--- src/inc/bus_cycle_cfg.svh ---
// Constants for the bus cycle sequencer: register map, field positions, codes
`ifndef BUS_CYCLE_CFG_SVH
`define BUS_CYCLE_CFG_SVH

// APB register byte addresses
`define REG_FCW 8'h00
`define REG_PC 8'h04
`define REG_NSAP 8'h08
`define REG_CYCLE_CMD 8'h0c
`define REG_CYCLE_DATA 8'h10
`define REG_STATUS 8'h14
`define REG_TRAP_REQ 8'h18
`define REG_SAVED_PC 8'h1c
`define REG_SAVED_FCW 8'h20
`define REG_SAVED_ID 8'h24
`define REG_AREA_BASE 8'h28
`define REG_AREA_LAST 8'h34

// Flag and control word fields and reset value
`define FCW_MODE_BIT 14
`define FCW_VIE_BIT 12
`define FCW_NONVECTORED_IRQ_ENABLE_BIT 11
`define FCW_RESET 16'h0000

// Cycle command register fields
`define CMD_PORT_LSB 0
`define CMD_PORT_MSB 15
`define CMD_KIND_LSB 16
`define CMD_KIND_MSB 17
`define CMD_INPUT_BIT 18
`define CMD_BYTE_BIT 19

// Trap request register bits
`define TRAP_SYSCALL_BIT 0
`define TRAP_UNIMPL_BIT 1

// Status line codes
`define STATUS_INTERNAL 4'h0
`define STATUS_REFRESH 4'h1
`define STATUS_NORMAL_IO 4'h2
`define STATUS_SPECIAL_IO 4'h3

// Cause identifiers pushed with the saved status
`define ID_SYSCALL 16'h0001
`define ID_UNIMPL 16'h0002
`define ID_PRIV 16'h0003
`define ID_NMI 16'h0010
`define ID_VECTORED 16'h0020
`define ID_NONVECTORED 16'h0030

// Refresh address step keeps bit 0 low
`define REFRESH_STEP 9'h002
`define SYNC_RESET 21'h1f0000

`endif

--- src/inc/bus_cycle_pkg.sv ---
// Types shared by the bus cycle sequencer
package bus_cycle_pkg;

    typedef enum logic [1:0] {
        KIND_INTERNAL = 2'h0,
        KIND_REFRESH = 2'h1,
        KIND_NORMAL_IO = 2'h2,
        KIND_SPECIAL_IO = 2'h3
    } cycle_kind_type;

    typedef enum logic [5:0] {
        ST_IDLE = 6'h01,
        ST_T1 = 6'h02,
        ST_T2 = 6'h04,
        ST_TWA = 6'h08,
        ST_TW = 6'h10,
        ST_T3 = 6'h20
    } seq_state_type;

    typedef struct packed {
        logic is_byte;
        logic is_input;
        cycle_kind_type kind;
        logic [15:0] port;
    } cycle_cmd_type;

    typedef struct packed {
        logic valid;
        logic [2:0] cause;
        logic [1:0] slot;
        logic [15:0] id;
    } event_pick_type;

endpackage

--- src/bus_cycle_sequencer.sv ---
// Bus cycle sequencer with status word, event arbitration and APB register access
`timescale 1ns/1ps
`include "bus_cycle_cfg.svh"

module bus_cycle_sequencer
    import bus_cycle_pkg::*;
(
    input wire logic pclk,
    input wire logic presetn,
    input wire logic psel,
    input wire logic penable,
    input wire logic pwrite,
    input wire logic [7:0] paddr,
    input wire logic [31:0] pwdata,
    output logic [31:0] prdata,
    output logic pready,
    output logic pslverr,
    input wire logic [15:0] muxed_addr_data_bus_in,
    output logic [15:0] muxed_addr_data_bus_out,
    output logic muxed_addr_data_bus_oe,
    output logic address_strobe_n,
    output logic data_strobe_n,
    output logic memory_request_n,
    output logic read_write,
    output logic byte_word,
    output logic normal_system,
    output logic [3:0] cycle_status_code,
    output logic control_oe,
    input wire logic wait_n,
    input wire logic bus_request_n,
    output logic bus_acknowledge_n,
    input wire logic nmi_n,
    input wire logic vectored_irq_n,
    input wire logic nonvectored_irq_n
);

    // Pick the highest event; traps outrank every interrupt class
    function automatic event_pick_type pick_event(input logic [2:0] traps, input logic nmi,
                                                  input logic vi, input logic nvi);
        event_pick_type p;
        p = '0;
        p.valid = 1'b1;
        if (traps[0]) begin
            p.cause = 3'h1;
            p.slot = 2'h0;
            p.id = `ID_SYSCALL;
        end else if (traps[1]) begin
            p.cause = 3'h2;
            p.slot = 2'h0;
            p.id = `ID_UNIMPL;
        end else if (traps[2]) begin
            p.cause = 3'h3;
            p.slot = 2'h0;
            p.id = `ID_PRIV;
        end else if (nmi) begin
            p.cause = 3'h4;
            p.slot = 2'h1;
            p.id = `ID_NMI;
        end else if (vi) begin
            p.cause = 3'h5;
            p.slot = 2'h2;
            p.id = `ID_VECTORED;
        end else if (nvi) begin
            p.cause = 3'h6;
            p.slot = 2'h3;
            p.id = `ID_NONVECTORED;
        end else begin
            p.valid = 1'b0;
        end
        return p;
    endfunction

    seq_state_type state_reg;
    seq_state_type state_next;
    cycle_cmd_type cmd_reg;
    logic cmd_pending_reg;
    logic [15:0] fcw_reg;
    logic [15:0] pc_reg;
    logic [15:0] nsap_reg;
    logic [15:0] out_data_reg;
    logic [15:0] in_data_reg;
    logic [15:0] saved_pc_reg;
    logic [15:0] saved_fcw_reg;
    logic [15:0] saved_id_reg;
    logic [15:0] area_pc_reg [4];
    logic [15:0] area_fcw_reg [4];
    logic [2:0] trap_reg;
    logic nmi_latch_reg;
    logic nmi_prev_reg;
    logic [8:0] refresh_addr_reg;
    logic [20:0] sync1_reg;
    logic [20:0] sync2_reg;
    logic wait_s;
    logic busrq_s;
    logic nmi_s;
    logic vi_s;
    logic nvi_s;
    logic [15:0] bus_s;
    logic apb_wr;
    logic apb_rd;
    logic addr_ok;
    logic cmd_write;
    logic cmd_is_io;
    logic priv_violation;
    logic is_io;
    logic event_take;
    logic [1:0] area_idx;
    event_pick_type pick;
    logic [2:0] trap_set;
    logic [2:0] trap_clr;

    // Pins from outside the clock domain pass two flops before any use
    always_ff @(posedge pclk or negedge presetn) begin
        if (!presetn) begin
            sync1_reg <= `SYNC_RESET;
            sync2_reg <= `SYNC_RESET;
        end else begin
            sync1_reg <= {wait_n, bus_request_n, nmi_n, vectored_irq_n, nonvectored_irq_n,
                          muxed_addr_data_bus_in};
            sync2_reg <= sync1_reg;
        end
    end

    assign {wait_s, busrq_s, nmi_s, vi_s, nvi_s, bus_s} = sync2_reg;

    // APB decode; every access completes with no wait states
    assign pready = 1'b1;
    assign addr_ok = (paddr[1:0] == 2'b00) && (paddr <= `REG_AREA_LAST);
    assign apb_wr = psel && penable && pwrite && addr_ok;
    assign apb_rd = psel && !penable && !pwrite;
    assign pslverr = psel && penable && !addr_ok;
    assign cmd_write = apb_wr && (paddr == `REG_CYCLE_CMD) && !cmd_pending_reg;
    assign cmd_is_io = pwdata[`CMD_KIND_MSB];
    assign priv_violation = cmd_write && cmd_is_io && !fcw_reg[`FCW_MODE_BIT];
    assign is_io = cmd_reg.kind[1];

    // Event selection is only made between machine cycles
    assign pick = pick_event(trap_reg, nmi_latch_reg,
                             !vi_s && fcw_reg[`FCW_VIE_BIT],
                             !nvi_s && fcw_reg[`FCW_NONVECTORED_IRQ_ENABLE_BIT]);
    assign event_take = pick.valid && (state_reg == ST_IDLE);
    assign area_idx = 2'(nsap_reg[1:0] + pick.slot);

    // Read data is captured in the setup phase so prdata comes from a flop
    always_ff @(posedge pclk or negedge presetn) begin
        if (!presetn) begin
            prdata <= 32'h0;
        end else if (apb_rd) begin
            prdata <= 32'h0;
            unique case (paddr)
                `REG_FCW: prdata <= {16'h0, fcw_reg};
                `REG_PC: prdata <= {16'h0, pc_reg};
                `REG_NSAP: prdata <= {16'h0, nsap_reg};
                `REG_CYCLE_CMD: prdata <= {12'h0, cmd_reg};
                `REG_CYCLE_DATA: prdata <= {in_data_reg, out_data_reg};
                `REG_STATUS: prdata <= {16'h0, refresh_addr_reg, nmi_latch_reg, trap_reg,
                                        bus_acknowledge_n, cmd_pending_reg,
                                        state_reg != ST_IDLE};
                `REG_TRAP_REQ: prdata <= {29'h0, trap_reg};
                `REG_SAVED_PC: prdata <= {16'h0, saved_pc_reg};
                `REG_SAVED_FCW: prdata <= {16'h0, saved_fcw_reg};
                `REG_SAVED_ID: prdata <= {16'h0, saved_id_reg};
                default: begin
                    if (addr_ok && paddr >= `REG_AREA_BASE) begin
                        prdata <= {area_fcw_reg[2'(paddr[3:2] - 2'h2)],
                                   area_pc_reg[2'(paddr[3:2] - 2'h2)]};
                    end
                end
            endcase
        end
    end

    // Status word and program counter: an event load beats a software write
    always_ff @(posedge pclk or negedge presetn) begin
        if (!presetn) begin
            fcw_reg <= `FCW_RESET;
            pc_reg <= 16'h0;
            saved_pc_reg <= 16'h0;
            saved_fcw_reg <= 16'h0;
            saved_id_reg <= 16'h0;
        end else if (event_take) begin
            saved_pc_reg <= pc_reg;
            saved_fcw_reg <= fcw_reg;
            saved_id_reg <= pick.id;
            fcw_reg <= area_fcw_reg[area_idx];
            pc_reg <= area_pc_reg[area_idx];
        end else if (apb_wr && paddr == `REG_FCW) begin
            fcw_reg <= pwdata[15:0];
        end else if (apb_wr && paddr == `REG_PC) begin
            pc_reg <= pwdata[15:0];
        end
    end

    // Pointer, output data and the new status area entries
    always_ff @(posedge pclk or negedge presetn) begin
        if (!presetn) begin
            nsap_reg <= 16'h0;
            out_data_reg <= 16'h0;
            for (int i = 0; i < 4; i++) begin
                area_pc_reg[i] <= 16'h0;
                area_fcw_reg[i] <= 16'h0;
            end
        end else if (apb_wr) begin
            if (paddr == `REG_NSAP) begin
                nsap_reg <= pwdata[15:0];
            end
            if (paddr == `REG_CYCLE_DATA) begin
                out_data_reg <= pwdata[15:0];
            end
            if (paddr >= `REG_AREA_BASE) begin
                area_pc_reg[2'(paddr[3:2] - 2'h2)] <= pwdata[15:0];
                area_fcw_reg[2'(paddr[3:2] - 2'h2)] <= pwdata[31:16];
            end
        end
    end

    // Trap and non-maskable flags; a new request in the clearing cycle survives
    assign trap_set = {priv_violation,
                       apb_wr && paddr == `REG_TRAP_REQ && pwdata[`TRAP_UNIMPL_BIT],
                       apb_wr && paddr == `REG_TRAP_REQ && pwdata[`TRAP_SYSCALL_BIT]};
    assign trap_clr = {event_take && pick.cause == 3'h3, event_take && pick.cause == 3'h2,
                       event_take && pick.cause == 3'h1};

    always_ff @(posedge pclk or negedge presetn) begin
        if (!presetn) begin
            trap_reg <= 3'h0;
            nmi_latch_reg <= 1'b0;
            nmi_prev_reg <= 1'b1;
        end else begin
            trap_reg <= trap_set | (trap_reg & ~trap_clr);
            nmi_prev_reg <= nmi_s;
            // Falling edge is stored; the level alone would retrigger
            nmi_latch_reg <= (nmi_prev_reg && !nmi_s) ||
                             (nmi_latch_reg && !(event_take && pick.cause == 3'h4));
        end
    end

    // Command register; an I/O request outside system mode never starts
    // Pending holds until T3 so a new command cannot change a running cycle
    always_ff @(posedge pclk or negedge presetn) begin
        if (!presetn) begin
            cmd_reg <= '0;
            cmd_pending_reg <= 1'b0;
        end else if (cmd_write && !priv_violation) begin
            cmd_reg <= pwdata[19:0];
            cmd_pending_reg <= 1'b1;
        end else if (state_reg == ST_T3) begin
            cmd_pending_reg <= 1'b0;
        end
    end

    // Grant the bus only between machine cycles
    always_ff @(posedge pclk or negedge presetn) begin
        if (!presetn) begin
            bus_acknowledge_n <= 1'b1;
        end else if (state_reg == ST_IDLE && state_next == ST_IDLE) begin
            bus_acknowledge_n <= busrq_s;
        end
    end

    // Sequencer: three clocks for internal and refresh, four or more for I/O
    always_comb begin
        state_next = state_reg;
        unique case (state_reg)
            ST_IDLE: begin
                if (cmd_pending_reg && bus_acknowledge_n && busrq_s && !event_take) begin
                    state_next = ST_T1;
                end
            end
            ST_T1: state_next = ST_T2;
            ST_T2: state_next = is_io ? ST_TWA : ST_T3;
            ST_TWA, ST_TW: state_next = wait_s ? ST_T3 : ST_TW;
            ST_T3: state_next = ST_IDLE;
        endcase
    end

    always_ff @(posedge pclk or negedge presetn) begin
        if (!presetn) begin
            state_reg <= ST_IDLE;
        end else begin
            state_reg <= state_next;
        end
    end

    // Refresh row counter steps by two so bit 0 stays low
    always_ff @(posedge pclk or negedge presetn) begin
        if (!presetn) begin
            refresh_addr_reg <= 9'h0;
        end else if (state_reg == ST_T3 && cmd_reg.kind == KIND_REFRESH) begin
            refresh_addr_reg <= 9'(refresh_addr_reg + `REFRESH_STEP);
        end
    end

    // Input data taken at T3; the synchroniser delay means it shows the bus while
    // the data strobe was still low
    always_ff @(posedge pclk or negedge presetn) begin
        if (!presetn) begin
            in_data_reg <= 16'h0;
        end else if (state_reg == ST_T3 && is_io && cmd_reg.is_input) begin
            if (!cmd_reg.is_byte) begin
                in_data_reg <= bus_s;
            end else if (cmd_reg.port[0]) begin
                in_data_reg <= {8'h00, bus_s[7:0]};
            end else begin
                in_data_reg <= {8'h00, bus_s[15:8]};
            end
        end
    end

    // Strobes and status lines are registered from the next state
    always_ff @(posedge pclk or negedge presetn) begin
        if (!presetn) begin
            address_strobe_n <= 1'b1;
            data_strobe_n <= 1'b1;
            memory_request_n <= 1'b1;
            cycle_status_code <= `STATUS_INTERNAL;
        end else begin
            address_strobe_n <= !(state_next == ST_T1);
            data_strobe_n <= !(is_io && (state_next == ST_T2 || state_next == ST_TWA ||
                               state_next == ST_TW));
            memory_request_n <= !(cmd_reg.kind == KIND_REFRESH &&
                                  state_next != ST_IDLE);
            if (state_next == ST_T1) begin
                unique case (cmd_reg.kind)
                    KIND_INTERNAL: cycle_status_code <= `STATUS_INTERNAL;
                    KIND_REFRESH: cycle_status_code <= `STATUS_REFRESH;
                    KIND_NORMAL_IO: cycle_status_code <= `STATUS_NORMAL_IO;
                    KIND_SPECIAL_IO: cycle_status_code <= `STATUS_SPECIAL_IO;
                endcase
            end
        end
    end

    // Direction, width and mode: refresh holds them, internal holds mode and width
    always_ff @(posedge pclk or negedge presetn) begin
        if (!presetn) begin
            read_write <= 1'b1;
            byte_word <= 1'b0;
            normal_system <= 1'b1;
        end else if (state_next == ST_T1) begin
            unique case (cmd_reg.kind)
                KIND_INTERNAL: read_write <= 1'b1;
                KIND_REFRESH: read_write <= read_write;
                KIND_NORMAL_IO, KIND_SPECIAL_IO: begin
                    read_write <= cmd_reg.is_input;
                    byte_word <= cmd_reg.is_byte;
                    normal_system <= 1'b0;
                end
            endcase
        end else if (state_next == ST_IDLE) begin
            normal_system <= !fcw_reg[`FCW_MODE_BIT];
        end
    end

    // Address/data bus: address in T1, then only I/O output drives it
    always_ff @(posedge pclk or negedge presetn) begin
        if (!presetn) begin
            muxed_addr_data_bus_out <= 16'h0;
            muxed_addr_data_bus_oe <= 1'b0;
        end else begin
            muxed_addr_data_bus_oe <= 1'b0;
            if (state_next == ST_T1) begin
                muxed_addr_data_bus_oe <= 1'b1;
                unique case (cmd_reg.kind)
                    KIND_INTERNAL: muxed_addr_data_bus_out <= 16'h0;
                    KIND_REFRESH: muxed_addr_data_bus_out <= {7'h00, refresh_addr_reg};
                    KIND_NORMAL_IO, KIND_SPECIAL_IO: begin
                        muxed_addr_data_bus_out <= cmd_reg.port;
                    end
                endcase
            end else if (is_io && !cmd_reg.is_input && state_next != ST_IDLE) begin
                muxed_addr_data_bus_oe <= 1'b1;
                if (cmd_reg.is_byte) begin
                    muxed_addr_data_bus_out <= {2{out_data_reg[7:0]}};
                end else begin
                    muxed_addr_data_bus_out <= out_data_reg;
                end
            end
        end
    end

    // Control group floats while another master owns the bus
    assign control_oe = bus_acknowledge_n;

endmodule

--- config.mk ---
export PLATFORM = sky130hd
export DESIGN_NAME = bus_cycle_sequencer
export DESIGN_NICKNAME = d
export VERILOG_FILES = /design/src/inc/bus_cycle_pkg.sv /design/src/bus_cycle_sequencer.sv
export VERILOG_INCLUDE_DIRS = /design/src /design/src/inc
export SDC_FILE = /design/constraint.sdc
export NUM_CORES = 1
export LEC_CHECK = 0
export BUFFER_PORTS_ARGS = -buffer_cell sky130_fd_sc_hd__buf_2
export CORE_UTILIZATION = 45
export CTS_CLUSTER_SIZE = 24
export DETAILED_ROUTE_END_ITERATION = 8
export GPL_TIMING_DRIVEN = 0
export MAX_ROUTING_LAYER = met4
export PLACE_DENSITY_LB_ADDON = 0.12
export SLEW_MARGIN = 30
export SYNTH_ARGS = -nofsm -noshare
export SYNTH_HDL_FRONTEND = slang
export SYNTH_SLANG_ARGS = --single-unit
--- constraint.sdc ---
create_clock -name pclk -period 3.8 [get_ports pclk]
set_input_delay 0.76 -clock pclk [delete_from_list [all_inputs] [get_ports pclk]]
set_output_delay 0.76 -clock pclk [all_outputs]
set_load 0.005 [all_outputs]
==> reports/metrics.csv, run 1 <==
metric,value,unit
relSlewSlack,31.79,%
synthArstFlopShare,100.0,%
cts-root-buf,clkbuf_16,
rsz0062_at_grt,false,
wire_per_inst,24.47,um
crit_path_end_kind,flop,
yosys_most_used_dff,dfrtp_1,
grt_pass1_vias,12250,
n_fill_cell,3502,
worst_pin_slew,1.015,ns
final_nets,1668,
setup_tns,0,ns
cp-start-kind,flop,
final_cell_mix,"dfrtp_1 (366), nand2_1 (207), mux2_2 (186)",
pwr_density_cell,446.3,nW/um2
yosys.area.top_type,dfrtp_1,
io_buffers,121,
power,9.182,mW
ys_seq_elements,384,
hold_viol,0,
critical_path_peak_fanout,10,
placed_area,19040,um2
htree_num_levels,2,
min_period,3.665,ns
critical_path_class,reg -> reg,
drive_gt1_share,30.76,%
die_w,199.7,um
r2r_start,sync2_reg[17]$_DFF_PN1_,
gp_congestion,0.9609,
netlist_area,17590,um2
cts_sinks,384,
max_freq,272.9,MHz
reg2reg_depth,10,
clock_skew,0.02772,ns
reg2reg_to,fcw_reg[4]$_DFFE_PN0P_,
fin_crit_sh,96.44,%
ir_drop,0.3191,mV
grt_pass1_wl,78730,um
drtPass1Iterations,7,
antenna_cells,0,
maxCapViolCount,0,
grt_max_degree,80,
rrSetupSlack,0.14,ns
grt.total_usage,28.00,%
critPathRequiredTime,4.23,ns
synth_enable_flop_cells,0,
io_pins,129,
synthCells,1424,
hold_class,in -> async,
avgSynthCellArea,12.35,um2
run_status,"finished, final reports clean",
final_common_cell,dfrtp_1,
rows,72,
routed_via_density,5.719,
core_area,38560,um2
area_growth,16.98,%
setup_violations,0,
cts_hold_buf,0,
grt_antenna_before_repair,0,
drt_iter0_markers,1043,
clk_pin_slew,0.06,ns
drt-total-wl,52690,um
cp.arrival,4.09,ns
crit_path_end,fcw_reg[4]$_DFFE_PN0P_,
grt-ovfl-total,0,
yosys.cell_types.count,66,
vias,12310,
start_util,45.61,%
cts_tree,done,
place_hpwl,38970,um
clkLatencyLatePin,0.58,ns
ant_nets,0,
slew_viol_final,0,
clock_path_buffers,3,
numCtsBuffers,43,
ys_seq_area_share,54.77,%
leakage,9.473,nW
ys_warn_count,0,
synth_top_area_share,52.08,%
synthTopCellsByArea,"dfrtp_1 (52%), mux2_2 (12%), mux4_2 (8.2%)",
die_h,199.7,um
crit_path_start,sync2_reg[17]$_DFF_PN1_,
drc,0,
final_area,20570,um2
dieArea,39880,um2
==> logic make-up after synthesis <==
kind of cell / synth area share (%)
xor gates and xnor gates: 0.6474
and+or+nand+nor: 9.185
other: 0.04270
adders and majority gates: 0.1423
buffers and inverters: 2.725
DFF: 54.77
muxes: 23.75
AOI/OAI and AO/OA: 8.744
==> final cells by class <==
class	instances	area (um2)	share of cell area (%)
flip-flops and latches	384	9632	46.82
multi-input cells	924	7520	36.55
clock buffers	68	1351	6.568
repair buffers	130	780.7	3.795
well taps	518	648.1	3.150
plain buffers	106	450.4	2.189
clock inverters	12	150.1	0.7298
inverters	11	41.29	0.2007
==> cell usage after synthesis, drive strengths merged (5+ instances only) <==
cell type / n
dfrtp: 366
nand2: 207
mux2: 186
clkbuf: 77
o21ai: 67
nor2: 66
mux2i: 64
mux4: 64
a21oi: 40
buf: 29
a22oi: 27
a221oi: 25
dfstp: 18
nand3b: 16
a31oi: 15
nand2b: 14
nand3: 12
inv: 11
and3: 9
o22ai: 9
xnor2: 9
a22o: 8
o2111ai: 8
nor3: 7
o211ai: 7
nand4: 5
nor4: 5
==> worst min-delay path by stage <==
stage,startpoint,end,slack [ns]
after floorplan,sync1_reg[0]$_DFF_PN0_,sync2_reg[0]$_DFF_PN0_,0.33
after global placement,sync1_reg[6]$_DFF_PN0_,sync2_reg[6]$_DFF_PN0_,0.33
after detailed placement,sync1_reg[14]$_DFF_PN0_,sync2_reg[14]$_DFF_PN0_,0.33
after CTS,presetn,state_reg[4]$_DFF_PN0_,0.1
after global routing,presetn,state_reg[4]$_DFF_PN0_,0.13
final,presetn,state_reg[4]$_DFF_PN0_,0.1
==> power by group <==
group / internal [mW] / total (mW) / leakage (nW) / switching [mW]
clock network: 2.64 / 4.35 / 0.748 / 1.71
registers: 4.22 / 4.30 / 5.05 / 0.0838
logic: 0.215 / 0.525 / 3.67 / 0.310
total: 7.08 / 9.18 / 9.47 / 2.10
==> layer usage <==
metal  up-vias  routed length, um  share of wire (%)  GRT usage (%)
met5         -                  0                  0              -
met4         0               1494                2.8          8.538
met3        74               2884                5.5          4.422
met2       356              23800                 45          40.95
met1      6340              24510                 47          40.10
li1       5543                  -                  -              -
==> critical path: stages, from the launching register on <==
cell	delay, ns
dfstp_2	0.51
nand2b_1	0.18
a31oi_1	0.10
nor4_1	0.46
ha_1	0.27
xnor2_1	0.11
xnor2_2	0.59
clkbuf_1	0.61
mux4_2	0.45
nand2_1	0.16
o21ai_0	0.10
==> through the flow <==
step / instances / utilization (%) / setup WS [ns] / hold WS (ns)
after floorplan: 1425 / - / 0.7689 / 0.3312
after global placement: 2064 / 48.87 / -5.750 / 0.3325
after detailed placement: 2071 / 49.38 / -0.7319 / 0.3347
after CTS: 2151 / 53.31 / 0.07580 / 0.09671
after global routing: 2153 / 53.36 / 0.02155 / 0.1255
final: 2153 / 53.36 / 0.1354 / 0.09816
==> timing repair <==
action                                  CTS  global route
gates cloned                              0             0
buffers inserted                          0             2
resized for setup                         2             6
endpoints found under the setup margin   19            18
hold endpoints to repair                  0             0
Power figures use the tool's default switching activity.
==> inputs of run 2 (changes only) <==
Clock period 3.8 ns to 4.7 ns, I/O delays scaled along.
==> run 2 against run 1 <==
First-iteration DRC count down 3.7%; clock skew up 0.00088 ns; die area is the same; critical path depth fell by 2; combinational power shrank 19%; final area is 0.13% lower; clock power is 19% lower; total power shrank 19%; sequential share of layout area up 0.063 points; highest routed layer unchanged.
==> reports/metrics.csv, run 2 (same netlist as run 1, synthesis figures left out) <==
metric,value,unit
cp_common_cell,clkbuf_1,
maxCapViolCount,0,
cts_sinks,384,
crit_path_end_kind,flop,
cts-root-buf,clkbuf_16,
min_period,3.699,ns
die_h,199.7,um
gp_congestion,0.9609,
cts_setup_buffers,0,
rsz0062_at_grt,false,
clkLatencyLatePin,0.58,ns
relSlewSlack,32.41,%
drt-total-wl,52690,um
stdcell_count,2151,
run_status,"finished, final reports clean",
grt_pass1_vias,12250,
rows,72,
critPathRequiredTime,5.15,ns
slew_viol_final,0,
clk_pin_slew,0.06,ns
clock_skew,0.02860,ns
io_buffers,121,
cp_cell_sequence,"clkbuf_1, clkbuf_2, clkbuf_1, buf_1, mux2i_1, o21ai_0, a221oi_1, a21oi_1",
place_hpwl,38970,um
final_area,20550,um2
drc,0,
power,7.424,mW
ir_drop,0.2575,mV
max_freq,270.3,MHz
dpl.cell_count,2071,
placed_area,19040,um2
io_pins,129,
dieArea,39880,um2
drive_gt1_share,30.56,%
hold_viol,0,
fin_crit_sh,78.71,%
final_util,53.29,%
cp-start-kind,input pin,
clock_path_buffers,3,
die_w,199.7,um
setup_violations,0,
cts-resized-gates,0,
htree_num_levels,2,
area_growth,16.83,%
cts_hold_buf,0,
grt_antenna_before_repair,0,
antenna_cells,0,
slowest_delay,0.70,ns
pwr_density_cell,361.3,nW/um2
final_cell_mix,"dfrtp_1 (366), nand2_1 (207), mux2_2 (186)",
ant_nets,0,
cp.arrival,4.15,ns
drt_iter0_markers,1004,
drtPass1Iterations,5,
hold_class,in -> async,
leakage,9.457,nW
critical_path_peak_fanout,10,
cts_tree,done,
numCtsBuffers,43,
final_nets,1666,
cp_slowest_cell,buf_1,
start_util,45.61,%
grt.total_usage,28.00,%
grt_max_degree,80,
vias,12370,
core_area,38560,um2
worst_pin_slew,1.006,ns
wire_per_inst,24.49,um
routed_via_density,5.752,
grt_pass1_wl,78740,um
grt-ovfl-total,0,
final_common_cell,dfrtp_1,
critical_path_class,in -> reg,
==> run 2: power breakdown <==
group	switching [mW]	total (mW)	leakage, nW	internal (mW)
Combinational	0.250	0.424	3.65	0.174
Clock	1.38	3.52	0.748	2.14
Sequential	0.0684	3.48	5.05	3.41
Total	1.70	7.42	9.46	5.72
==> run 2: cell type report <==
cell class	instances	area [um2]
Sequential cell	384	9632
Tap cell	518	648.1
Clock buffer	68	1351
Timing Repair Buffer	128	765.7
Buffer	106	442.9
Clock inverter	12	150.1
Fill cell	3507	18010
Inverter	11	41.29
Multi-Input combinational cell	924	7515
==> run 2: metal layers <==
| layer | global-route usage, % | vias to the layer above | wire, um |
|---|---|---|---|
| met4 | 8.538 | 0 | 1490 |
| met2 | 40.96 | 370 | 23730 |
| met3 | 4.422 | 76 | 2894 |
| met5 | - | - | 0 |
| met1 | 40.10 | 6382 | 24580 |
| li1 | - | 5545 | - |
==> run 2: worst paths after layout <==
path | slack (ns) | start | to | cells past startpoint
worst max-delay path | 1.00 | paddr[2] | prdata[7]$_DFFE_PN0P_ | 8
worst min-delay path | 0.28 | presetn | state_reg[4]$_DFF_PN0_ | 1
worst max register to register | 1.08 | trap_reg[0]$_DFF_PN0_ | fcw_reg[5]$_DFFE_PN0P_ | 8
worst min register to register | 0.35 | sync1_reg[8]$_DFF_PN0_ | sync2_reg[8]$_DFF_PN0_ | 0
max in group asynchronous | 2.56 | presetn | area_fcw_reg[42]$_DFFE_PN0P_ | 5
min in group pclk | 0.35 | sync1_reg[8]$_DFF_PN0_ | sync2_reg[8]$_DFF_PN0_ | 0
==> run 2: through the flow <==
step                       TNS, ns  hold slack [ns]  setup slack [ns]
after floorplan                  0           0.3312             1.489
after global placement    -1869.87           0.3325            -5.030
after detailed placement  -0.07961           0.3347          -0.01189
after CTS                        0           0.2767            0.5863
after global routing             0           0.3055            0.8158
final                            0           0.2790             1.001
==> run 2: critical path, delay by kind of cell <==
family / cells / cell delay, ns
muxes: 1 / 0.36
buffers and inverters: 4 / 2.26
AOI/OAI and AO/OA: 3 / 0.56
==> inputs of run 3 (changes only) <==
Clock period 4.7 ns to 3.9 ns, I/O delays scaled along.
==> run 3 against run 2 <==
Critical path depth is the same; final cell count stayed put; wire length down 0.10%; sequential share of layout area about the same; critical path type is now reg -> reg.
==> reports/metrics.csv, run 3 (same netlist as run 1, synthesis figures left out) <==
metric,value,unit
met1_usage,40.10,%
final_area,20560,um2
relSlewSlack,28.92,%
rows,72,
clk_pin_slew,0.06,ns
routed_via_density,5.744,
max_freq,272.6,MHz
core_area,38560,um2
cts_setup_buffers,0,
final_nets,1666,
hold_ws,0.1188,ns
grt_util_met2,40.95,%
pwr_density_cell,435.1,nW/um2
p_sw_share,22.87,%
io_pins,129,
numCtsBuffers,43,
slew_viol_final,0,
grt_most_used_layer,met2,
crit_path_start,trap_reg[0]$_DFF_PN0_,
gp_congestion,0.9609,
start_util,45.61,%
final_cell_mix,"dfrtp_1 (366), nand2_1 (207), mux2_2 (186)",
run_status,"finished, final reports clean",
hold_viol,0,
htree_num_levels,2,
fin_crit_sh,94.05,%
p_switching,2.045,mW
power,8.943,mW
maxCapViolCount,0,
hold_class,in -> async,
min_period,3.668,ns
vias,12360,
met3_usage,4.422,%
leakage,9.458,nW
worst_pin_slew,1.058,ns
setup_tns,0,ns
drc,0,
ir_drop,0.3076,mV
crit_path_end_kind,flop,
dieArea,39880,um2
grt_pass1_vias,12250,
area_growth,16.88,%
reg2reg_depth,8,
cp.arrival,4.09,ns
clock_path_buffers,3,
wire_per_inst,24.47,um
grt_max_degree,80,
comb_power_share,5.7,%
preCtsSetupSlack,-0.6519,ns
die_w,199.7,um
final_common_cell,dfrtp_1,
cts_tree,done,
cts_hold_buf,0,
clkLatencyLatePin,0.58,ns
r2r_start,trap_reg[0]$_DFF_PN0_,
setup_violations,0,
antenna_cells,0,
drtPass1Iterations,5,
critical_path_peak_fanout,10,
clock_power_share,47.4,%
rrSetupSlack,0.23,ns
drive_gt1_share,30.56,%
io_buffers,121,
grt_antenna_before_repair,0,
cts-root-buf,clkbuf_16,
placed_area,19040,um2
internal-power,6.898,mW
reg2reg_to,fcw_reg[6]$_DFFE_PN0P_,
clock_skew,0.02835,ns
fin_ws,0.2319,ns
crit_path_end,fcw_reg[6]$_DFFE_PN0P_,
grt_pass1_wl,78730,um
rsz0062_at_grt,false,
critPathRequiredTime,4.32,ns
grt.total_usage,28.00,%
power_frac_seq,46.9,%
ant_nets,0,
die_h,199.7,um
drt-total-wl,52630,um
cp-start-kind,flop,
drt_iter0_markers,1027,
place_hpwl,38970,um
critical_path_class,reg -> reg,
cts_sinks,384,
grt-ovfl-total,0,
[run 3: critical path: stages (launching register included)]
cell      delay (ns)
dfrtp_1         0.35
clkbuf_1        0.26
nor4_1          0.61
ha_1            0.29
buf_1           0.41
clkbuf_1        0.71
mux4_2          0.62
nand2_1         0.15
o21ai_0         0.10
[run 3: routing by layer]
layer  share of wire, %  wire (um)
met5                  0          0
met1                 46      24450
met2                 45      23750
met4                2.9       1505
met3                5.6       2928
[run 3: worst min-delay path by stage]
stage                                          to  slack, ns  cells after the start
after global routing       state_reg[4]$_DFF_PN0_       0.15                      1
after CTS                  state_reg[4]$_DFF_PN0_       0.12                      1
after detailed placement  sync2_reg[14]$_DFF_PN0_       0.33                      0
final                      state_reg[4]$_DFF_PN0_       0.12                      1
after global placement     sync2_reg[6]$_DFF_PN0_       0.33                      0
after floorplan            sync2_reg[0]$_DFF_PN0_       0.33                      0
[run 3: what timing repair did]
item / CTS / global route
resized for setup: 2 / 0
endpoints found under the hold margin: 0 / 0
setup endpoints to repair: 10 / 0
[run 3: layout make-up]
type	count	area, um2
inverters	11	41.29
fillers	3506	18000
clock buffers	68	1351
flip-flops and latches	384	9632
repair buffers	128	765.7
plain buffers	106	447.9
clock inverters	12	150.1
multi-input cells	924	7520
well taps	518	648.1
[run 3: stage by stage]
step                cells  util [%]
global placement     2064     48.87
floorplan            1425         -
CTS                  2151     53.31
detailed placement   2071     49.38
global route         2151     53.31
finish               2151     53.31
[run 3: power by group through the flow]
stage	Clock, mW	Combinational [mW]	Sequential, mW
2_1_floorplan	0	0.213	4.24
3_3_place_gp	0	0.488	4.26
3_5_place_dp	0	0.516	4.26
4_1_cts	4.32	0.518	4.19
5_1_grt	4.48	0.564	4.21
6_report	4.24	0.511	4.19
